<file path="src/rtl/flash_cmd_pkg.sv">
// Purpose: shared constants and types for the flash command controller and its user end
// Assumes: one 20 MHz clock, synchronous active-high reset
// Notes: register offsets are word indexes on the Avalon-MM command port of the user end
package flash_cmd_pkg;
  localparam int ADDR_W = 32; // command address width, wide parts
  localparam int STAT_W = 8; // flash status byte width
  localparam int REQ_N = 6; // number of request lines

  // request line positions inside the request vector
  localparam int REQ_STATUS = 0;
  localparam int REQ_SECTOR = 1;
  localparam int REQ_DIE = 2;
  localparam int REQ_BULK = 3;
  localparam int REQ_ENTER = 4;
  localparam int REQ_EXIT = 5;

  // requests that are only taken while write-enable is high
  localparam logic [REQ_N-1:0] WREN_NEEDED = 6'h3E;

  // operation codes toward the flash engine and in the command register
  typedef enum logic [2:0] {
    OP_NONE = 3'h0,
    OP_STATUS = 3'h1,
    OP_SECTOR = 3'h2,
    OP_DIE = 3'h3,
    OP_BULK = 3'h4,
    OP_WIDE_ENTER = 3'h5,
    OP_WIDE_EXIT = 3'h6
  } op_t;

  typedef enum logic [1:0] {
    C_IDLE = 2'h0,
    C_EXEC = 2'h1,
    C_REJECT = 2'h2
  } ctrl_state_t;

  typedef enum logic [1:0] {
    U_IDLE = 2'h0,
    U_ARM = 2'h1,
    U_REQ = 2'h2,
    U_HOLD = 2'h3
  } user_state_t;

  localparam logic [1:0] REJECT_CYCLES = 2'h2; // erase-rejected pulse length
  localparam logic [3:0] ACCEPT_WAIT = 4'hF; // cycles the user end waits for an answer

  // avalon register word indexes
  localparam logic [1:0] REG_CTRL = 2'h0;
  localparam logic [1:0] REG_ADDR = 2'h1;
  localparam logic [1:0] REG_STATUS = 2'h2;
  localparam logic [1:0] REG_STATBYTE = 2'h3;

  // status register bit positions
  localparam int ST_BUSY = 0;
  localparam int ST_DONE = 1;
  localparam int ST_REJECT = 2;
  localparam int ST_IGNORED = 3;
  localparam int ST_WIDE = 4;
  localparam int CTRL_OP_MSB = 2; // op code field is [2:0]

  localparam logic [ADDR_W-1:0] RST_ADDR = 32'h0000_0000;
  localparam logic [STAT_W-1:0] RST_STAT = 8'h00;
endpackage

</file>
<file path="src/rtl/flash_cmd_if.sv">
// Purpose: parallel command link between user logic and the flash command controller
// Assumes: all signals synchronous to sys_clk
// Notes: no clocking block; both ends drive from flip-flops
`timescale 1ns/10ps
`default_nettype none
interface flash_cmd_if;
  logic write_en; // write-enable gate for erase and mode requests
  logic status_read_req; // read flash status byte
  logic sector_erase_req; // erase sector holding addr
  logic die_erase_req; // erase die holding addr
  logic bulk_erase_req; // erase whole memory
  logic wide_addr_entry_req; // enter 4-byte addressing
  logic wide_addr_exit_req; // leave 4-byte addressing
  logic [flash_cmd_pkg::ADDR_W-1:0] addr; // target address
  logic busy; // operation in progress
  logic [flash_cmd_pkg::STAT_W-1:0] status_byte; // last status byte read
  logic erase_rejected; // two-cycle pulse, erase refused

  modport ctrl (
    input write_en, status_read_req, sector_erase_req, die_erase_req, bulk_erase_req,
    input wide_addr_entry_req, wide_addr_exit_req, addr,
    output busy, status_byte, erase_rejected
  );

  modport user (
    output write_en, status_read_req, sector_erase_req, die_erase_req, bulk_erase_req,
    output wide_addr_entry_req, wide_addr_exit_req, addr,
    input busy, status_byte, erase_rejected
  );
endinterface
`default_nettype wire

</file>
<file path="src/rtl/flash_cmd_user.sv">
// Purpose: user-side end that turns Avalon-MM register orders into link requests
// Assumes: software writes ADDR, then CTRL with an op code, then polls STATUS
// Notes: requests are dropped as soon as busy or the reject pulse is seen
`timescale 1ns/10ps
`default_nettype none
module flash_cmd_user (
  input wire logic sys_clk, // 20 MHz system clock
  input wire logic sys_rst, // synchronous reset, active high
  input wire logic [1:0] avs_address, // word index
  input wire logic avs_read, // read request
  input wire logic avs_write, // write request
  input wire logic [31:0] avs_writedata, // write data
  output logic [31:0] avs_readdata, // read data
  output logic avs_waitrequest, // stall, high until answer
  flash_cmd_if.user cmd // controller link
);

  flash_cmd_pkg::user_state_t st_r;
  flash_cmd_pkg::op_t op_r;
  flash_cmd_pkg::op_t wr_op;
  logic [flash_cmd_pkg::ADDR_W-1:0] addr_r;
  logic [flash_cmd_pkg::REQ_N-1:0] req_r;
  logic [flash_cmd_pkg::REQ_N-1:0] req_sel;
  logic [3:0] wcnt_r;
  logic [31:0] rdata_r;
  logic [31:0] rd_mux;
  logic wait_r, wren_r, done_r, rej_r, ign_r, wide_r;
  logic wr_fire, ctrl_wr, addr_wr, stat_wr, u_idle, op_ok, need_wren;
  logic set_done, set_rej, set_ign;

  // bus decode: write takes effect where waitrequest is low
  assign wr_fire = avs_write & ~wait_r;
  assign u_idle = (st_r == flash_cmd_pkg::U_IDLE);
  assign wr_op = flash_cmd_pkg::op_t'(avs_writedata[flash_cmd_pkg::CTRL_OP_MSB:0]);
  assign op_ok = (wr_op != flash_cmd_pkg::OP_NONE) && (wr_op <= flash_cmd_pkg::OP_WIDE_EXIT);
  assign ctrl_wr = wr_fire && (avs_address == flash_cmd_pkg::REG_CTRL) && u_idle && op_ok;
  assign addr_wr = wr_fire && (avs_address == flash_cmd_pkg::REG_ADDR) && u_idle;
  assign stat_wr = wr_fire && (avs_address == flash_cmd_pkg::REG_STATUS);
  assign need_wren = (op_r != flash_cmd_pkg::OP_STATUS);

  // one request line per op code
  genvar gi;
  generate
    for (gi = 0; gi < flash_cmd_pkg::REQ_N; gi++) begin : g_sel
      assign req_sel[gi] = (op_r == flash_cmd_pkg::op_t'(3'(gi + 1)));
    end
  endgenerate

  // outcome events of the link sequence
  assign set_rej = (st_r == flash_cmd_pkg::U_REQ) && cmd.erase_rejected;
  assign set_ign = (st_r == flash_cmd_pkg::U_REQ) && !cmd.erase_rejected && !cmd.busy &&
                   (wcnt_r == 4'h0);
  assign set_done = (st_r == flash_cmd_pkg::U_HOLD) && !cmd.busy;

  // read data selection
  always_comb begin
    rd_mux = 32'h0000_0000;
    if (avs_address == flash_cmd_pkg::REG_CTRL) begin
      rd_mux[flash_cmd_pkg::CTRL_OP_MSB:0] = op_r;
    end else if (avs_address == flash_cmd_pkg::REG_ADDR) begin
      rd_mux = addr_r;
    end else if (avs_address == flash_cmd_pkg::REG_STATUS) begin
      rd_mux[flash_cmd_pkg::ST_BUSY] = ~u_idle;
      rd_mux[flash_cmd_pkg::ST_DONE] = done_r;
      rd_mux[flash_cmd_pkg::ST_REJECT] = rej_r;
      rd_mux[flash_cmd_pkg::ST_IGNORED] = ign_r;
      rd_mux[flash_cmd_pkg::ST_WIDE] = wide_r;
    end else begin
      rd_mux[flash_cmd_pkg::STAT_W-1:0] = cmd.status_byte;
    end
  end

  // avalon slave: one wait cycle, then answer for one cycle
  always_ff @(posedge sys_clk) begin
    if (sys_rst) begin
      wait_r <= 1'b1;
      rdata_r <= 32'h0000_0000;
    end else begin
      wait_r <= ~((avs_read | avs_write) & wait_r);
      if (avs_read & wait_r) begin
        rdata_r <= rd_mux;
      end
    end
  end

  // sticky outcome flags: a set wins over a clear by write-one
  always_ff @(posedge sys_clk) begin
    if (sys_rst) begin
      done_r <= 1'b0;
      rej_r <= 1'b0;
      ign_r <= 1'b0;
    end else begin
      done_r <= set_done | (done_r & ~(stat_wr & avs_writedata[flash_cmd_pkg::ST_DONE]));
      rej_r <= set_rej | (rej_r & ~(stat_wr & avs_writedata[flash_cmd_pkg::ST_REJECT]));
      ign_r <= set_ign | (ign_r & ~(stat_wr & avs_writedata[flash_cmd_pkg::ST_IGNORED]));
    end
  end

  // link sequencer: address, then write-enable, then request, drop on answer
  always_ff @(posedge sys_clk) begin
    if (sys_rst) begin
      st_r <= flash_cmd_pkg::U_IDLE;
      op_r <= flash_cmd_pkg::OP_NONE;
      addr_r <= flash_cmd_pkg::RST_ADDR;
      req_r <= '0;
      wren_r <= 1'b0;
      wcnt_r <= 4'h0;
      wide_r <= 1'b0;
    end else begin
      if (addr_wr) begin
        addr_r <= avs_writedata;
      end
      case (st_r)
        flash_cmd_pkg::U_IDLE: begin
          if (ctrl_wr) begin
            op_r <= wr_op;
            st_r <= flash_cmd_pkg::U_ARM;
          end
        end
        flash_cmd_pkg::U_ARM: begin
          wren_r <= need_wren;
          st_r <= flash_cmd_pkg::U_REQ;
          wcnt_r <= flash_cmd_pkg::ACCEPT_WAIT;
        end
        flash_cmd_pkg::U_REQ: begin
          req_r <= req_sel;
          if (cmd.erase_rejected || cmd.busy || wcnt_r == 4'h0) begin
            req_r <= '0;
            wren_r <= 1'b0;
            st_r <= cmd.busy ? flash_cmd_pkg::U_HOLD : flash_cmd_pkg::U_IDLE;
          end else begin
            wcnt_r <= wcnt_r - 4'h1;
          end
        end
        flash_cmd_pkg::U_HOLD: begin
          if (!cmd.busy) begin
            st_r <= flash_cmd_pkg::U_IDLE;
            if (op_r == flash_cmd_pkg::OP_WIDE_ENTER) begin
              wide_r <= 1'b1;
            end
            if (op_r == flash_cmd_pkg::OP_WIDE_EXIT) begin
              wide_r <= 1'b0;
            end
          end
        end
        default: st_r <= flash_cmd_pkg::U_IDLE;
      endcase
    end
  end

  // drive bus and link from registers
  assign avs_readdata = rdata_r;
  assign avs_waitrequest = wait_r;
  assign cmd.write_en = wren_r;
  assign cmd.addr = addr_r;
  assign cmd.status_read_req = req_r[flash_cmd_pkg::REQ_STATUS];
  assign cmd.sector_erase_req = req_r[flash_cmd_pkg::REQ_SECTOR];
  assign cmd.die_erase_req = req_r[flash_cmd_pkg::REQ_DIE];
  assign cmd.bulk_erase_req = req_r[flash_cmd_pkg::REQ_BULK];
  assign cmd.wide_addr_entry_req = req_r[flash_cmd_pkg::REQ_ENTER];
  assign cmd.wide_addr_exit_req = req_r[flash_cmd_pkg::REQ_EXIT];

endmodule
`default_nettype wire

</file>
<file path="src/flat_wrapper.sv">
// flat-port wrapper written by rule: the top's interface ports become plain ports
module flash_cmd_user_flat 
  (sys_clk, sys_rst, avs_address, avs_read, avs_write, avs_writedata, avs_readdata, avs_waitrequest, cmd_write_en, cmd_status_read_req, cmd_sector_erase_req, cmd_die_erase_req, cmd_bulk_erase_req, cmd_wide_addr_entry_req, cmd_wide_addr_exit_req, cmd_addr, cmd_busy, cmd_status_byte, cmd_erase_rejected);
  flash_cmd_if cmd_i ();
  input wire logic sys_clk;
  input wire logic sys_rst;
  input wire logic [1:0] avs_address;
  input wire logic avs_read;
  input wire logic avs_write;
  input wire logic [31:0] avs_writedata;
  output logic [31:0] avs_readdata;
  output logic avs_waitrequest;
  output wire logic [$bits(cmd_i.write_en)-1:0] cmd_write_en;
  output wire logic [$bits(cmd_i.status_read_req)-1:0] cmd_status_read_req;
  output wire logic [$bits(cmd_i.sector_erase_req)-1:0] cmd_sector_erase_req;
  output wire logic [$bits(cmd_i.die_erase_req)-1:0] cmd_die_erase_req;
  output wire logic [$bits(cmd_i.bulk_erase_req)-1:0] cmd_bulk_erase_req;
  output wire logic [$bits(cmd_i.wide_addr_entry_req)-1:0] cmd_wide_addr_entry_req;
  output wire logic [$bits(cmd_i.wide_addr_exit_req)-1:0] cmd_wide_addr_exit_req;
  output wire logic [$bits(cmd_i.addr)-1:0] cmd_addr;
  input wire logic [$bits(cmd_i.busy)-1:0] cmd_busy;
  input wire logic [$bits(cmd_i.status_byte)-1:0] cmd_status_byte;
  input wire logic [$bits(cmd_i.erase_rejected)-1:0] cmd_erase_rejected;
  assign cmd_write_en = cmd_i.write_en;
  assign cmd_status_read_req = cmd_i.status_read_req;
  assign cmd_sector_erase_req = cmd_i.sector_erase_req;
  assign cmd_die_erase_req = cmd_i.die_erase_req;
  assign cmd_bulk_erase_req = cmd_i.bulk_erase_req;
  assign cmd_wide_addr_entry_req = cmd_i.wide_addr_entry_req;
  assign cmd_wide_addr_exit_req = cmd_i.wide_addr_exit_req;
  assign cmd_addr = cmd_i.addr;
  assign cmd_i.busy = cmd_busy;
  assign cmd_i.status_byte = cmd_status_byte;
  assign cmd_i.erase_rejected = cmd_erase_rejected;
  flash_cmd_user u_core (.sys_clk(sys_clk), .sys_rst(sys_rst), .avs_address(avs_address), .avs_read(avs_read), .avs_write(avs_write), .avs_writedata(avs_writedata), .avs_readdata(avs_readdata), .avs_waitrequest(avs_waitrequest), .cmd(cmd_i));
endmodule
</file>
<file path="config.mk">
export PLATFORM = sky130hd
export DESIGN_NAME = flash_cmd_user_flat
export DESIGN_NICKNAME = d
export VERILOG_FILES = /design/src/rtl/flash_cmd_pkg.sv /design/src/rtl/flash_cmd_if.sv /design/src/rtl/flash_cmd_user.sv /design/src/flat_wrapper.sv
export SDC_FILE = /design/constraint.sdc
export NUM_CORES = 1
export LEC_CHECK = 0
export BUFFER_PORTS_ARGS = -buffer_cell sky130_fd_sc_hd__buf_4
export CORE_MARGIN = 3
export CORE_UTILIZATION = 50
export DETAILED_ROUTE_END_ITERATION = 12
export PLACE_DENSITY = 0.8
export SYNTH_ARGS = -nofsm -noshare
export SYNTH_HDL_FRONTEND = slang
export SYNTH_SLANG_ARGS = --single-unit
</file>
<file path="constraint.sdc">
create_clock -name sys_clk -period 2.1 [get_ports sys_clk]
set_clock_uncertainty 0.05 [all_clocks]
set_input_delay 0.315 -clock sys_clk [delete_from_list [all_inputs] [get_ports sys_clk]]
set_output_delay 0.315 -clock sys_clk [all_outputs]
set_load 0.01 [all_outputs]
</file>
==> impl_metrics.ini, run 1 <==
[die]
dieWidth_um = 89.9
io_pins = 120
std_cell_rows = 29
die_area_um2 = 8090
fp.coreArea_um2 = 6600
start_util_pct = 53.4
die_h_um = 89.9

[synth]
ys_ff_latch = 85
avgSynthCellArea_um2 = 8.92
ys_seq_area_share_pct = 48.3
post-synth-top-count-cell = dfxtp_1
synth_cell_types = 47
synth-edff-count = 0
syn_nets = 444
yosys_warnings = 0
synthesis.area_um2 = 3520
async_reset_ff_share_pct = 0
synthFlopType = dfxtp_1
synth_top_area_share_pct = 48.3
yosys-top-cells-count = 85 x dfxtp_1, 41 x a21oi_1, 37 x nor2_1, 34 x nand3_1, 31 x o21ai_1
netlist_instances = 395
synth.largest_area_cell = dfxtp_1
synth_area_leaders = dfxtp_1 48%, a21oi_1 5.8%, a22oi_1 5.8%

[clock_network]
postCtsHoldBufs = 0
numCtsBuffers = 9
clk_path_buf_depth = 2
cts_resized = 0
cts_tree = built
cts.sinks = 85
clk_latency_ns = 0.34
htreeDepth = 3
path_clk_slew_ns = 0.09
cts_setup_buffers = 0
cts-root-buf = clkbuf_8

[finish]
layout.nets = 543
area_delta_synth_final_pct = 29.6
layout-drive-gt1-share_pct = 31.3
layout.cells.non_filler = 591
diodes = 0
fin_area_um2 = 4570
fillers = 564

[hold_path]
min-delay-path-class = in -> reg

[timing]
tns_ns = 0
slew_viol_final = 0
holdWs_ns = 0.163
setup_viol = 0
relSlewSlack_pct = 37.0
rsz0062_at_grt = no
tightest_slew_ns = 0.945
min_period_ns = 1.80
fmax_ghz = 0.556
fin_crit_sh_pct = 85.7
hold_viol = 0

[detailed_routing]
drt-initial-drc-count = 181
drc_errors = 0
ant_nets = 0
routed_wirelength_um = 9710
firstDrtPassIters = 5
vias = 3354
vias_per_cell = 5.68
wire_per_inst_um = 16.4

[place]
place_area_um2 = 4390
io_buffer_count = 119
placed_cells = 576
gp_congestion = 0.806
hpwl_um = 6670

[power_and_ir_drop]
power_density_nw_per_um2 = 659
p_leak_nw = 1.82
worst_ir_drop_vdd_mv = 0.441

[critical_path]
cp_max_fo = 32
cp.required_ns = 2.26
end_kind = register
worstSetupPathType = reg -> reg
cp-start-kind = register
crit_arrival_ns = 1.96

[run]
maxCapViolations = 0

[global_route]
grt_overflow = 0
grt.total_usage_pct = 23.6
grt_max_degree = 53
grt_pass1_wl_um = 15800
grt_pass1_vias = 3152
antenna_found_initial = 0

[run_status]
status = finished clean
-- worst paths after layout --
check | startpoint | endpoint | slack, ns | cells after the start
hold reg to reg | u_core.req_r[2] | u_core.req_r[2] | 0.41 | 2
setup / recovery | u_core.st_r[0] | u_core.cmd.addr[17] | 0.30 | 3
setup reg to reg | u_core.st_r[0] | u_core.cmd.addr[17] | 0.30 | 3
hold / removal | avs_read | u_core.avs_waitrequest | 0.16 | 2
-- cell type report --
cell class | instances | area [um2] | share of cell area [%]
flip-flops and latches | 85 | 1700 | 37.3
multi-input cells | 261 | 1580 | 34.6
repair buffers | 128 | 961 | 21.0
clock buffers | 9 | 124 | 2.71
well taps | 93 | 116 | 2.55
clock inverters | 6 | 48.8 | 1.07
inverters | 9 | 33.8 | 0.740
-- power by group --
group	leakage [nW]	switching (mW)	total [mW]	internal, mW
logic	1.05	0.176	0.313	0.137
clock network	0.0779	0.603	1.03	0.431
registers	0.687	0.0256	1.66	1.64
-- worst max-delay path, cell delays in order (launching register included) --
cell     delay (ns)
dfxtp_1        0.47
or4b_4         0.81
o21ai_1        0.24
a21oi_1        0.10
-- flip-flops by register name, indices dropped and copies added (netlist names) --
signal / cells
u_core.op_r: 3
u_core.avs_waitrequest: 1
u_core.cmd.write_en: 1
u_core.cmd.addr: 32
u_core.done_r: 1
u_core.req_r: 6
u_core.avs_readdata: 32
u_core.wide_r: 1
u_core.wcnt_r: 4
u_core.ign_r: 1
u_core.rej_r: 1
u_core.st_r: 2
-- metrics by stage --
stage | setup slack [ns] | power [mW] | util, %
6_report | 0.300 | 3.01 | 69.2
3_3_place_gp | 0.314 | 2.00 | 66.5
3_5_place_dp | 0.222 | 2.01 | 66.5
4_1_cts | 0.285 | 3.01 | 69.2
2_1_floorplan | 0.524 | 1.87 | -
5_1_grt | 0.0954 | 3.12 | 69.2
-- routing by layer --
metal	track usage, %	share of wire [%]	vias to the layer above	wire [um]
li1	-	-	1619	-
met1	32.6	44	1574	4320
met2	36.5	47	146	4550
met3	4.92	7.0	15	675
met4	8.80	1.8	0	175
met5	0	0	-	0
-- kinds of logic (layout without fill, tap and decap cells) --
kind of cell | count (synthesis) | after routing | share of synthesized area (%)
buf+inv | 49 | 152 | 6.89
simple gates | 122 | 122 | 18.5
flops | 85 | 85 | 48.3
fa+ha+maj | 1 | 1 | 0.355
mux | 10 | 10 | 3.73
compound gates | 128 | 128 | 22.3
-- cells in the final DEF, fill, tap and decap left out, types with 2 or more instances in the layout --
| cell type | Yosys | routed |
|---|---|---|
| inv_1 | 9 | 9 |
| a311oi_1 | 5 | 5 |
| mux2_2 | 5 | 5 |
| a21oi_1 | 41 | 41 |
| clkinvlp_4 | 0 | 3 |
| o211ai_1 | 3 | 3 |
| nor2b_1 | 7 | 6 |
| nand2_1 | 18 | 18 |
| nor4b_4 | 2 | 2 |
| clkinv_4 | 0 | 2 |
| clkbuf_8 | 0 | 9 |
| a22oi_1 | 27 | 27 |
| dfxtp_1 | 85 | 85 |
| a211oi_1 | 4 | 4 |
| o21ai_0 | 7 | 7 |
| nand3_1 | 34 | 34 |
| mux4_2 | 2 | 2 |
| nand4_1 | 2 | 2 |
| nor3_1 | 2 | 2 |
| mux2i_1 | 3 | 3 |
| and3_1 | 2 | 2 |
| nor2_1 | 37 | 37 |
| nand2b_1 | 3 | 3 |
| and2_1 | 2 | 2 |
| a32oi_1 | 3 | 3 |
| nor3b_1 | 2 | 2 |
| and4b_1 | 2 | 2 |
| o21ai_1 | 31 | 31 |
| buf_4 | 1 | 128 |
Note: power is estimated with default switching activity, not from simulation.
==> run 2: changes to the inputs <==
--- a/config.mk
+++ b/config.mk
@@ -10,6 +10,7 @@
 export CORE_UTILIZATION = 50
 export DETAILED_ROUTE_END_ITERATION = 12
 export PLACE_DENSITY = 0.8
+export REMOVE_ABC_BUFFERS = 1
 export SYNTH_ARGS = -nofsm -noshare
 export SYNTH_HDL_FRONTEND = slang
 export SYNTH_SLANG_ARGS = --single-unit
==> impl_metrics.ini, run 2 (synthesis gave the netlist of run 1 again) <==
[timing]
slew_viol_final = 0
setup_ws_ns = 0.274
tightest_slew_ns = 0.960
fin_crit_sh_pct = 86.9
hold_viol = 0
setup_viol = 0
holdWs_ns = 0.161
fmax_ghz = 0.548
relSlewSlack_pct = 35.9
tns_ns = 0
rsz0062_at_grt = no
min_period_ns = 1.83

[global_route]
grt_pass1_vias = 3138
grt.total_usage_pct = 24.1
grt_overflow = 0
grt_max_degree = 45
antenna_found_initial = 0
grt_pass1_wl_um = 16000

[clock_network]
cts_resized = 0
htreeDepth = 3
clk_latency_ns = 0.36
cts_setup_buffers = 0
cts-root-buf = clkbuf_8
postCtsHoldBufs = 0
path_clk_slew_ns = 0.09
cts_tree = built
numCtsBuffers = 9
cts.sinks = 85
clk_path_buf_depth = 2

[die]
fp.coreArea_um2 = 6600
dieWidth_um = 89.9
io_pins = 120
die_h_um = 89.9
start_util_pct = 53.4
std_cell_rows = 29
die_area_um2 = 8090

[hold_path]
min-delay-path-class = in -> reg
worstHoldStart = avs_writedata[27]
hold_path_end = u_core.cmd.addr[27]
hold_depth = 3

[finish]
diodes = 0
layout_common_cells = 126 x buf_4, 85 x dfxtp_1, 41 x a21oi_1, 37 x nor2_1, 34 x nand3_1
layout-drive-gt1-share_pct = 31.1
multi_input_area_um2 = 1580
fin_area_um2 = 4620
fillers = 556
layout.nets = 542
final_common_cell = buf_4
layout.cells.non_filler = 591
regArea_um2 = 1700
area_delta_synth_final_pct = 31.1
fin_util_pct = 70.0

[critical_path]
cp-start-kind = register
r2r_setup_slack_ns = 0.27
end_kind = register
crit_arrival_ns = 2.06
worstSetupPathType = reg -> reg
rr_endpoint = u_core.avs_readdata[11]
cp.required_ns = 2.33
ff2ff_path_depth = 3
rr_startpoint = u_core.avs_waitrequest
slowest_delay_ns = 0.89
critPathTopFamily = simple AND/OR/NAND/NOR gates
critical-path-slowest-cell = and4b_1
cp_max_fo = 24
path_cells = and4b_1 -> a22oi_1 -> nor2_1
path_buf_inv = 0

[run_status]
status = finished clean

[detailed_routing]
routed_wirelength_um = 9910
vias_per_cell = 5.71
vias = 3375
ant_nets = 0
firstDrtPassIters = 5
drt-initial-drc-count = 205
wire_per_inst_um = 16.8
drc_errors = 0

[power_and_ir_drop]
power_frac_comb_pct = 9.7
p_leak_nw = 1.84
p_total_mw = 3.25
power_density_nw_per_um2 = 704
p_switching_mw = 0.799
worst_ir_drop_vdd_mv = 0.372
power_frac_seq_pct = 51.0
pwr-share-clk_pct = 39.3
p_sw_share_pct = 24.6
intPower_mw = 2.46

[place]
post-place-ws_ns = 0.270
place_area_um2 = 4400
io_buffer_count = 119
gp_congestion = 0.858
placed_cells = 575
hpwl_um = 7000

[run]
maxCapViolations = 0
## run 2: cell count changes in the layout (fill, tap and decap cells not counted)
cell	change
buf_4	-2
buf_12	+1
clkinv_4	-1
inv_6	+1
bufinv_16	+2
clkbuf_1	+1
clkinvlp_4	-2
## run 2: how the worst max path moves through the flow
stage / start / endpoint / cells after the start
final: u_core.avs_waitrequest / u_core.avs_readdata[11] / 3
after global routing: u_core.avs_waitrequest / u_core.avs_readdata[10] / 3
after CTS: u_core.avs_waitrequest / u_core.avs_readdata[11] / 3
after detailed placement: avs_address[1] / u_core.avs_readdata[11] / 4
after global placement: avs_address[1] / u_core.avs_readdata[30] / 4
after floorplan: u_core.st_r[0] / u_core.op_r[0] / 3
## run 2: layer usage
metal  up-vias  part of all wire [%]  GRT usage, %
met3        18                   5.8          3.59
met4         0                   2.5          11.9
li1       1617                     -             -
met5         -                     0             0
met1      1621                    43          31.9
met2       119                    49          38.5
## run 2: power by group through the flow
stage / registers, mW / logic, mW / clock network, mW
6_report: 1.66 / 0.316 / 1.28
5_1_grt: 1.66 / 0.344 / 1.36
4_1_cts: 1.66 / 0.316 / 1.29
3_5_place_dp: 1.70 / 0.313 / 0
3_3_place_gp: 1.70 / 0.310 / 0
2_1_floorplan: 1.70 / 0.115 / 0
## run 2: worst reg2reg max path, stage by stage, from the launching register on
cell	delay (ns)
dfxtp_1	0.50
and4b_1	0.89
a22oi_1	0.17
nor2_1	0.15
## run 2: cell type report
class,instances,area share (%)
inverters,9,0.731
repair buffers,127,20.9
flip-flops and latches,85,36.8
multi-input cells,261,34.2
clock buffers,10,2.76
well taps,93,2.52
clock inverters,6,2.03
